## src/fb_err_pkg.sv

```systemverilog
// Constants and types of the fieldbus error flag block
package fb_err_pkg;
  localparam int NODES = 80;
  localparam int NODE_W = 7;
  localparam int LOCAL_NODES = 16;
  localparam int NUM_CAUSE = 9;
  localparam int IRQ_W = 12;
  localparam int TO_W = 8;

  localparam logic [7:0] ADDR_CTRL = 8'h00;
  localparam logic [7:0] ADDR_FLAGS = 8'h04;
  localparam logic [7:0] ADDR_IRQ_STAT = 8'h08;
  localparam logic [7:0] ADDR_IRQ_MASK = 8'h0C;
  localparam logic [7:0] ADDR_REMOTE_LO = 8'h10;
  localparam logic [7:0] ADDR_REMOTE_HI = 8'h14;
  localparam logic [7:0] ADDR_HALT = 8'h18;

  localparam int CTRL_STOP_BIT = 0;
  localparam int CTRL_RESET_BIT = 1;
  localparam int CTRL_TO_LSB = 8;
  localparam logic [31:0] CTRL_RESET = 32'h0000_0300;
  localparam logic [31:0] CTRL_WMASK = 32'h0000_FF01;

  localparam int FLG_GENERAL = 9;
  localparam int FLG_NONFATAL = 10;
  localparam int FLG_FATAL = 11;
  localparam int FLG_LOCAL_LSB = 16;
  localparam int HALT_ALL_BIT = 0;

  localparam logic [1:0] RESP_OKAY = 2'h0;
  localparam logic [1:0] RESP_SLVERR = 2'h2;

  typedef enum logic [3:0] {
    C_CFG, C_TOPO, C_TIMEOUT, C_PARAM, C_SEND, C_LINK, C_DUP, C_INIT, C_AL
  } cause_t;

  // Kinds that stop all slaves even in continue mode
  localparam logic [NUM_CAUSE-1:0] FATAL_KIND = 9'h05F;

  typedef struct packed {
    logic valid;
    cause_t cause;
    logic [NODE_W-1:0] node;
  } fb_evt_t;

  typedef struct packed {
    logic [TO_W-1:0] cnt;
    logic fired;
    logic pulse;
  } tmo_st_t;
endpackage

```

## src/fb_err_flags.sv

```systemverilog
// Fieldbus communications error flags with AXI4-Lite register access
// What this block does
// - On an error, halt exchange with the offending slave or with all slaves.
// - Halt of one slave sets non-fatal flag; halt of all sets fatal flag.
// - Each error also sets its cause flag and, for node 1 to 80, its node bit in the table.
// - Stored configuration disagreeing with found slaves sets the verification flag.
// - Too many slaves or bad topology sets the unsupported configuration flag.
// - Any exchange error sets the general process data error flag.
// - Count missed frames; beyond the configured count, set the reception timeout flag.
// - A failed check of stored communication parameters sets the parameter flag.
// - A frame that cannot be sent normally sets the send timing flag.
// - An error while establishing a slave link sets the link-down flag.
// - Two slaves sharing one node address set the duplicate address flag.
// - An error in slave initialization sets the initialization flag.
// - A slave reporting application-layer status error sets the status flag.
// - One error flag per node number, set on an error at that node.
// - Node flags 17 to 80 sit in a separate remote status area.
// - In stop mode every error halts all slaves and sets the fatal flag.
// - In continue mode the kind of error selects one slave or all.
module fb_err_flags
  import fb_err_pkg::*;
(
  input wire logic clk_sys,
  input wire logic rst,
  input wire logic [7:0] s_axi_awaddr,
  input wire logic s_axi_awvalid,
  output logic s_axi_awready,
  input wire logic [31:0] s_axi_wdata,
  input wire logic [3:0] s_axi_wstrb,
  input wire logic s_axi_wvalid,
  output logic s_axi_wready,
  output logic [1:0] s_axi_bresp,
  output logic s_axi_bvalid,
  input wire logic s_axi_bready,
  input wire logic [7:0] s_axi_araddr,
  input wire logic s_axi_arvalid,
  output logic s_axi_arready,
  output logic [31:0] s_axi_rdata,
  output logic [1:0] s_axi_rresp,
  output logic s_axi_rvalid,
  input wire logic s_axi_rready,
  input wire fb_evt_t fb_evt,
  input wire logic cycle_tick,
  input wire logic frame_ok,
  input wire logic [NUM_CAUSE-1:0] cause_present,
  input wire logic [NODES-1:0] node_fault,
  output logic halt_all,
  output logic [NODES-1:0] halt_node,
  output logic irq
);
  typedef struct packed {
    logic awready;
    logic wready;
    logic arready;
    logic aw_have;
    logic [7:0] awaddr;
    logic w_have;
    logic [31:0] wdata;
    logic [3:0] wstrb;
    logic bvalid;
    logic [1:0] bresp;
    logic rvalid;
    logic [31:0] rdata;
    logic [1:0] rresp;
    logic [31:0] ctrl;
    logic [IRQ_W-1:0] flags;
    logic [NODES-1:0] nodes;
    logic [IRQ_W-1:0] irq_stat;
    logic [IRQ_W-1:0] irq_mask;
    logic irq;
    logic halt_all;
    logic [NODES-1:0] halt_node;
  } st_t;

  st_t s;
  st_t n;
  logic tmo_pulse;
  logic err_rst;
  logic rd_stat;
  logic all_stop;
  logic [31:0] wm;
  logic [IRQ_W-1:0] setv;
  logic [NODE_W-1:0] idx;
  fb_evt_t evs [2];

  fb_rx_timeout u_tmo (
    .clk_sys(clk_sys),
    .rst(rst),
    .cycle_tick(cycle_tick),
    .frame_ok(frame_ok),
    .limit(s.ctrl[CTRL_TO_LSB +: TO_W]),
    .timeout(tmo_pulse)
  );

  always_comb begin
    n = s;
    err_rst = 1'b0;
    rd_stat = 1'b0;
    all_stop = 1'b0;
    setv = '0;
    idx = '0;
    evs[0] = fb_evt;
    evs[1] = '{valid: tmo_pulse, cause: C_TIMEOUT, node: 7'h00};
    for (int b = 0; b < 4; b++) begin
      wm[b*8 +: 8] = {8{s.wstrb[b]}};
    end

    // Write address and data, taken in either order
    if (s_axi_awvalid && s.awready) begin
      n.aw_have = 1'b1;
      n.awaddr = s_axi_awaddr;
    end
    if (s_axi_wvalid && s.wready) begin
      n.w_have = 1'b1;
      n.wdata = s_axi_wdata;
      n.wstrb = s_axi_wstrb;
    end
    if (s.bvalid && s_axi_bready) begin
      n.bvalid = 1'b0;
    end

    // Write execution once both halves are held
    if (s.aw_have && s.w_have && !s.bvalid) begin
      n.aw_have = 1'b0;
      n.w_have = 1'b0;
      n.bvalid = 1'b1;
      n.bresp = RESP_OKAY;
      case (s.awaddr)
        ADDR_CTRL: begin
          n.ctrl = ((s.ctrl & ~wm) | (s.wdata & wm)) & CTRL_WMASK;
          err_rst = s.wdata[CTRL_RESET_BIT] && s.wstrb[0];
        end
        ADDR_IRQ_MASK: begin
          n.irq_mask = (s.irq_mask & ~wm[IRQ_W-1:0]) | (s.wdata[IRQ_W-1:0] & wm[IRQ_W-1:0]);
        end
        ADDR_FLAGS, ADDR_IRQ_STAT, ADDR_REMOTE_LO, ADDR_REMOTE_HI, ADDR_HALT: begin
          n.bresp = RESP_OKAY;
        end
        default: begin
          n.bresp = RESP_SLVERR;
        end
      endcase
    end

    // Read channel
    if (s.rvalid && s_axi_rready) begin
      n.rvalid = 1'b0;
    end
    if (s_axi_arvalid && s.arready) begin
      n.rvalid = 1'b1;
      n.rresp = RESP_OKAY;
      n.rdata = '0;
      case (s_axi_araddr)
        ADDR_CTRL: begin
          n.rdata = s.ctrl;
        end
        ADDR_FLAGS: begin
          n.rdata[IRQ_W-1:0] = s.flags;
          n.rdata[FLG_LOCAL_LSB +: LOCAL_NODES] = s.nodes[LOCAL_NODES-1:0];
        end
        ADDR_IRQ_STAT: begin
          n.rdata[IRQ_W-1:0] = s.irq_stat;
          rd_stat = 1'b1;
        end
        ADDR_IRQ_MASK: begin
          n.rdata[IRQ_W-1:0] = s.irq_mask;
        end
        ADDR_REMOTE_LO: begin
          n.rdata = s.nodes[LOCAL_NODES +: 32];
        end
        ADDR_REMOTE_HI: begin
          n.rdata = s.nodes[NODES-1 -: 32];
        end
        ADDR_HALT: begin
          n.rdata[HALT_ALL_BIT] = s.halt_all;
        end
        default: begin
          n.rresp = RESP_SLVERR;
        end
      endcase
    end

    // Error reset keeps only flags whose cause is still present
    if (err_rst) begin
      n.flags[NUM_CAUSE-1:0] = s.flags[NUM_CAUSE-1:0] & cause_present;
      n.nodes = s.nodes & node_fault;
      n.halt_node = s.halt_node & node_fault;
      if (cause_present == '0 && node_fault == '0) begin
        n.flags[FLG_GENERAL] = 1'b0;
        n.flags[FLG_NONFATAL] = 1'b0;
        n.flags[FLG_FATAL] = 1'b0;
        n.halt_all = 1'b0;
      end
    end
    if (rd_stat) begin
      n.irq_stat = '0;
    end

    // Error events; a set in the same cycle beats any clear
    for (int i = 0; i < 2; i++) begin
      if (evs[i].valid) begin
        all_stop = s.ctrl[CTRL_STOP_BIT] || FATAL_KIND[evs[i].cause];
        setv = '0;
        setv[evs[i].cause] = 1'b1;
        setv[FLG_GENERAL] = 1'b1;
        if (all_stop) begin
          setv[FLG_FATAL] = 1'b1;
          n.halt_all = 1'b1;
        end else begin
          setv[FLG_NONFATAL] = 1'b1;
        end
        if (evs[i].node != 7'h00 && evs[i].node <= 7'h50) begin
          idx = evs[i].node - 7'h01;
          n.nodes[idx] = 1'b1;
          if (!all_stop) begin
            n.halt_node[idx] = 1'b1;
          end
        end
        n.flags = n.flags | setv;
        n.irq_stat = n.irq_stat | setv;
      end
    end

    n.irq = |(n.irq_stat & n.irq_mask);
    n.awready = !n.aw_have && !n.bvalid;
    n.wready = !n.w_have && !n.bvalid;
    n.arready = !n.rvalid;
  end

  always_ff @(posedge clk_sys) begin
    if (rst) begin
      s <= '0;
      s.ctrl <= CTRL_RESET;
      s.awready <= 1'b1;
      s.wready <= 1'b1;
      s.arready <= 1'b1;
    end else begin
      s <= n;
    end
  end

  assign s_axi_awready = s.awready;
  assign s_axi_wready = s.wready;
  assign s_axi_bresp = s.bresp;
  assign s_axi_bvalid = s.bvalid;
  assign s_axi_arready = s.arready;
  assign s_axi_rdata = s.rdata;
  assign s_axi_rresp = s.rresp;
  assign s_axi_rvalid = s.rvalid;
  assign halt_all = s.halt_all;
  assign halt_node = s.halt_node;
  assign irq = s.irq;
endmodule

```

## src/fb_rx_timeout.sv

```systemverilog
// Missed frame counter with timeout detection
module fb_rx_timeout
  import fb_err_pkg::*;
(
  input wire logic clk_sys,
  input wire logic rst,
  input wire logic cycle_tick,
  input wire logic frame_ok,
  input wire logic [TO_W-1:0] limit,
  output logic timeout
);
  tmo_st_t s;
  tmo_st_t n;

  always_comb begin
    n = s;
    n.pulse = 1'b0;
    if (cycle_tick) begin
      if (frame_ok) begin
        n.cnt = '0;
        n.fired = 1'b0;
      end else begin
        if (s.cnt != {TO_W{1'b1}}) begin
          n.cnt = s.cnt + 8'h01;
        end
        if (n.cnt > limit && !s.fired) begin
          n.pulse = 1'b1;
          n.fired = 1'b1;
        end
      end
    end
  end

  always_ff @(posedge clk_sys) begin
    if (rst) begin
      s <= '0;
    end else begin
      s <= n;
    end
  end

  assign timeout = s.pulse;
endmodule

```

## config.mk

```make
export PLATFORM = sky130hd
export DESIGN_NAME = fb_err_flags
export DESIGN_NICKNAME = d
export VERILOG_FILES = /design/src/fb_err_pkg.sv /design/src/fb_err_flags.sv /design/src/fb_rx_timeout.sv
export SDC_FILE = /design/constraint.sdc
export NUM_CORES = 1
export LEC_CHECK = 0
export ABC_AREA = 1
export BUFFER_PORTS_ARGS = -buffer_cell sky130_fd_sc_hd__buf_2
export CORE_ASPECT_RATIO = 0.5
export CORE_UTILIZATION = 43
export DETAILED_ROUTE_END_ITERATION = 10
export PLACE_DENSITY = 0.67
export SYNTH_ARGS = -nofsm -noshare
export SYNTH_HDL_FRONTEND = slang
export SYNTH_HIERARCHICAL = 1
export SYNTH_SLANG_ARGS = --single-unit
```

## constraint.sdc

```tcl
create_clock -name clk_sys -period 5.81 [get_ports clk_sys]
set_clock_uncertainty 0.15 [all_clocks]
set_input_delay 0.581 -clock clk_sys [delete_from_list [all_inputs] [get_ports clk_sys]]
set_output_delay 0.581 -clock clk_sys [all_outputs]
set_load 0.02 [all_outputs]
```

==> results.json <==
{
  "num_rows": 45,
  "clockBufferDepth": 3,
  "cts_tree": "yes",
  "antenna_found_initial": 4,
  "fp.dieW_um": 252,
  "drt-pass1-iter-count": 5,
  "cp-end-kind": "flip-flop",
  "avgSynthCellArea_um2": 6.92,
  "crit_path_frequent_cell": "nor2_1",
  "syn_inst": 1938,
  "viasPerCell": 5.20,
  "wl_per_cell_um": 17.2,
  "slew_headroom": 0.257,
  "drc": 0,
  "yosysSeqAreaShare": 0.424,
  "stdcell_count": 2478,
  "layout.nets": 2207,
  "period_needed_ns": 3.04,
  "final-setup-viol-count": 0,
  "worstPathRequired_ns": 6.06,
  "fmaxAchievable_ghz": 0.329,
  "status": "finished clean",
  "stdcell_area_um2": 15000,
  "place_congestion": 0.865,
  "start_util": 0.440,
  "routed_wl_um": 42700,
  "clock_latency_ns": 0.56,
  "grt_start_max_net_pins": 102,
  "cp-start-kind": "flip-flop",
  "grt_overflow": 0,
  "regArea_um2": 5690,
  "power_density_nw_per_um2": 274,
  "grt_pass1_wl_um": 65900,
  "place_inst": 2430,
  "clock_sinks": 284,
  "synth_cell_type_count": 37,
  "core_um2": 30500,
  "ff2ff_setup_slack_ns": 2.77,
  "path_class": "flip-flop to flip-flop",
  "ctsHoldBuffers": 0,
  "ctsResizeCount": 0,
  "fillers": 3194,
  "postRouteAntennaNets": 0,
  "fp.dieH_um": 127,
  "slowest_stage": "nand3_4",
  "place_area_um2": 14100,
  "crit_path_max_incr_delay_ns": 0.79,
  "ctsRootBufferMaster": "clkbuf_16",
  "drv_slew": 0,
  "r2r-end": "halt_node[2]",
  "ff2ff_path_depth": 7,
  "htree_levels": 1,
  "die_area_um2": 31900,
  "boundaryPins": 285,
  "drive_above_1_share": 0.173,
  "clk_pin_slew_worst_paths_ns": 0.06,
  "syn-cell-area_um2": 13400,
  "ys_ff_latch": 284,
  "hold_slack_ns": 0.143,
  "hp-class": "primary input to flip-flop",
  "p_leak_nw": 6.31,
  "postCtsSetupBuffers": 0,
  "track_usage": 0.261,
  "tns_ns": 0,
  "cp_max_fo": 98,
  "holdPathEnd": "s[308]",
  "fin_crit_sh": 0.523,
  "dp_hpwl_um": 29500,
  "grt_pass1_vias": 11900,
  "rsz0062_at_grt": "false",
  "hold_violations": 0,
  "area_delta_synth_final_pct": 11.8,
  "critPathArrivalTime_ns": 3.28,
  "peakVddDrop_v": 0.000185,
  "worstPathCellList": "nor2_1 > nand2_1 > nor2_1 > nand3_4 > buf_4 > o21ai_0 > a21oi_1",
  "cts_buffers": 26,
  "whs_path_depth": 3,
  "max_cap_viol_count": 0,
  "vias": 12900,
  "ys_warn_count": 6,
  "hp-start": "s_axi_awaddr[3]",
  "r2r-start": "s[305]",
  "drt_iter0_drc": 1116,
  "tightestPinTransition_ns": 1.11,
  "io_buffers": 264,
  "multi_input_area_um2": 6110
}
-- sequential cells by signal (all words and copies together), names as in the netlist, 9 cells and up, named ones only --
register     cells
halt_node       80
s              144
s_axi_rdata     32
u_tmo/s          9
-- per-stage QoR --
stage,worst slack [ns],power (mW),utilization
floorplan,3.62,2.24,-
global placement,2.74,2.39,0.464
detailed placement,2.71,2.39,0.464
CTS,2.81,4.13,0.492
global route,2.48,4.27,0.492
finish,2.77,4.11,0.492
-- cell usage after synthesis --
cell type / instances / area, um^2
nor2_1: 208 / 781
conb_1: 1 / 3.75
nor2_2: 4 / 25.0
xor2_1: 3 / 26.3
ha_1: 10 / 125
clkinv_1: 1 / 3.75
xnor2_1: 1 / 8.76
a31oi_1: 4 / 25.0
nand2_1: 486 / 1820
nand3_1: 92 / 460
o211ai_1: 5 / 37.5
a21o_1: 1 / 7.51
o21a_1: 1 / 7.51
inv_4: 1 / 6.26
clkbuf_1: 64 / 240
buf_2: 22 / 110
a21oi_2: 2 / 17.5
xor2_2: 2 / 32.5
nand2_2: 12 / 75.1
or2_2: 3 / 18.8
nor4_1: 1 / 6.26
buf_1: 5 / 18.8
and2_1: 1 / 6.26
o22ai_1: 1 / 6.26
inv_1: 95 / 357
or2_1: 1 / 6.26
o21ai_1: 1 / 5.00
inv_2: 8 / 30.0
nor3_2: 1 / 10.0
nand3_4: 1 / 17.5
nor3_1: 11 / 55.1
a21oi_1: 253 / 1270
nand4_1: 10 / 62.6
buf_4: 116 / 871
nor2_4: 5 / 56.3
dfxtp_1: 284 / 5690
o21ai_0: 221 / 1110
-- cell type report --
type,instances,area share
timing repair buffer,275,0.0941
tap,423,0.0353
clock inverter,10,0.00727
sequential,284,0.380
inverter,105,0.0265
multi-input combinational,1343,0.408
clock buffer,36,0.0494
antenna,2,0.000334
-- power by group --
part | internal [mW] | switching, mW | total [mW]
Clock | 0.978 | 0.779 | 1.76
Sequential | 1.98 | 0.0215 | 2.00
Combinational | 0.0933 | 0.252 | 0.345
-- cell families (layout without fill, tap and decap cells) --
logic type      after synthesis  after routing  synth area share
simple gates                836            836             0.254
compound gates              489            489             0.185
buf+inv                     312            426             0.122
flops                       284            284             0.424
fa+ha+maj                    10             10           0.00934
xor+xnor                      6              6           0.00504
other cells                   1              4          0.000280
-- cell usage in the layout, fill, tap and decap left out, types with 4 or more instances in the layout --
| cell type | count |
|---|---|
| ha_1 | 10 |
| nor3_1 | 10 |
| clkbuf_1 | 6 |
| nor2_1 | 208 |
| inv_2 | 8 |
| buf_2 | 263 |
| o211ai_1 | 5 |
| clkinv_2 | 5 |
| a31oi_1 | 4 |
| clkbuf_16 | 27 |
| nor2_4 | 6 |
| inv_1 | 95 |
| nand3_1 | 91 |
| a21oi_1 | 253 |
| buf_4 | 11 |
| nand4_1 | 10 |
| nand2_2 | 12 |
| nand2_1 | 486 |
| o21ai_0 | 221 |
| dfxtp_1 | 284 |
-- routing by layer --
metal | GRT usage | wire length [um] | share of wire | vias up
li1 | - | - | - | 6401
met1 | 0.358 | 19400 | 0.45 | 5989
met2 | 0.433 | 19800 | 0.46 | 423
met3 | 0.0361 | 2510 | 0.059 | 73
met4 | 0.0664 | 986 | 0.023 | 6
met5 | 0 | 41 | 0.00096 | -
-- worst max-delay path: cells and delay by family (launching register included) --
family	cells	cell delay [ns]
AOI/OAI and AO/OA	2	0.37
buffers and inverters	1	0.66
DFF	1	0.31
and+or+nand+nor	4	1.33
-- how the worst max path moves through the flow --
| stage | to | cells after the start | slack (ns) | startpoint |
|---|---|---|---|---|
| 4_1_cts | halt_node[2] | 7 | 2.81 | s[305] |
| 5_1_grt | s[147] | 7 | 2.48 | s[305] |
| 3_5_place_dp | s[129] | 12 | 2.71 | fb_evt[0] |
| 6_report | halt_node[2] | 7 | 2.77 | s[305] |
| 2_1_floorplan | s[122] | 13 | 3.62 | fb_evt[0] |
| 3_3_place_gp | s[162] | 12 | 2.74 | fb_evt[0] |
Power figures use the tool's default switching activity.
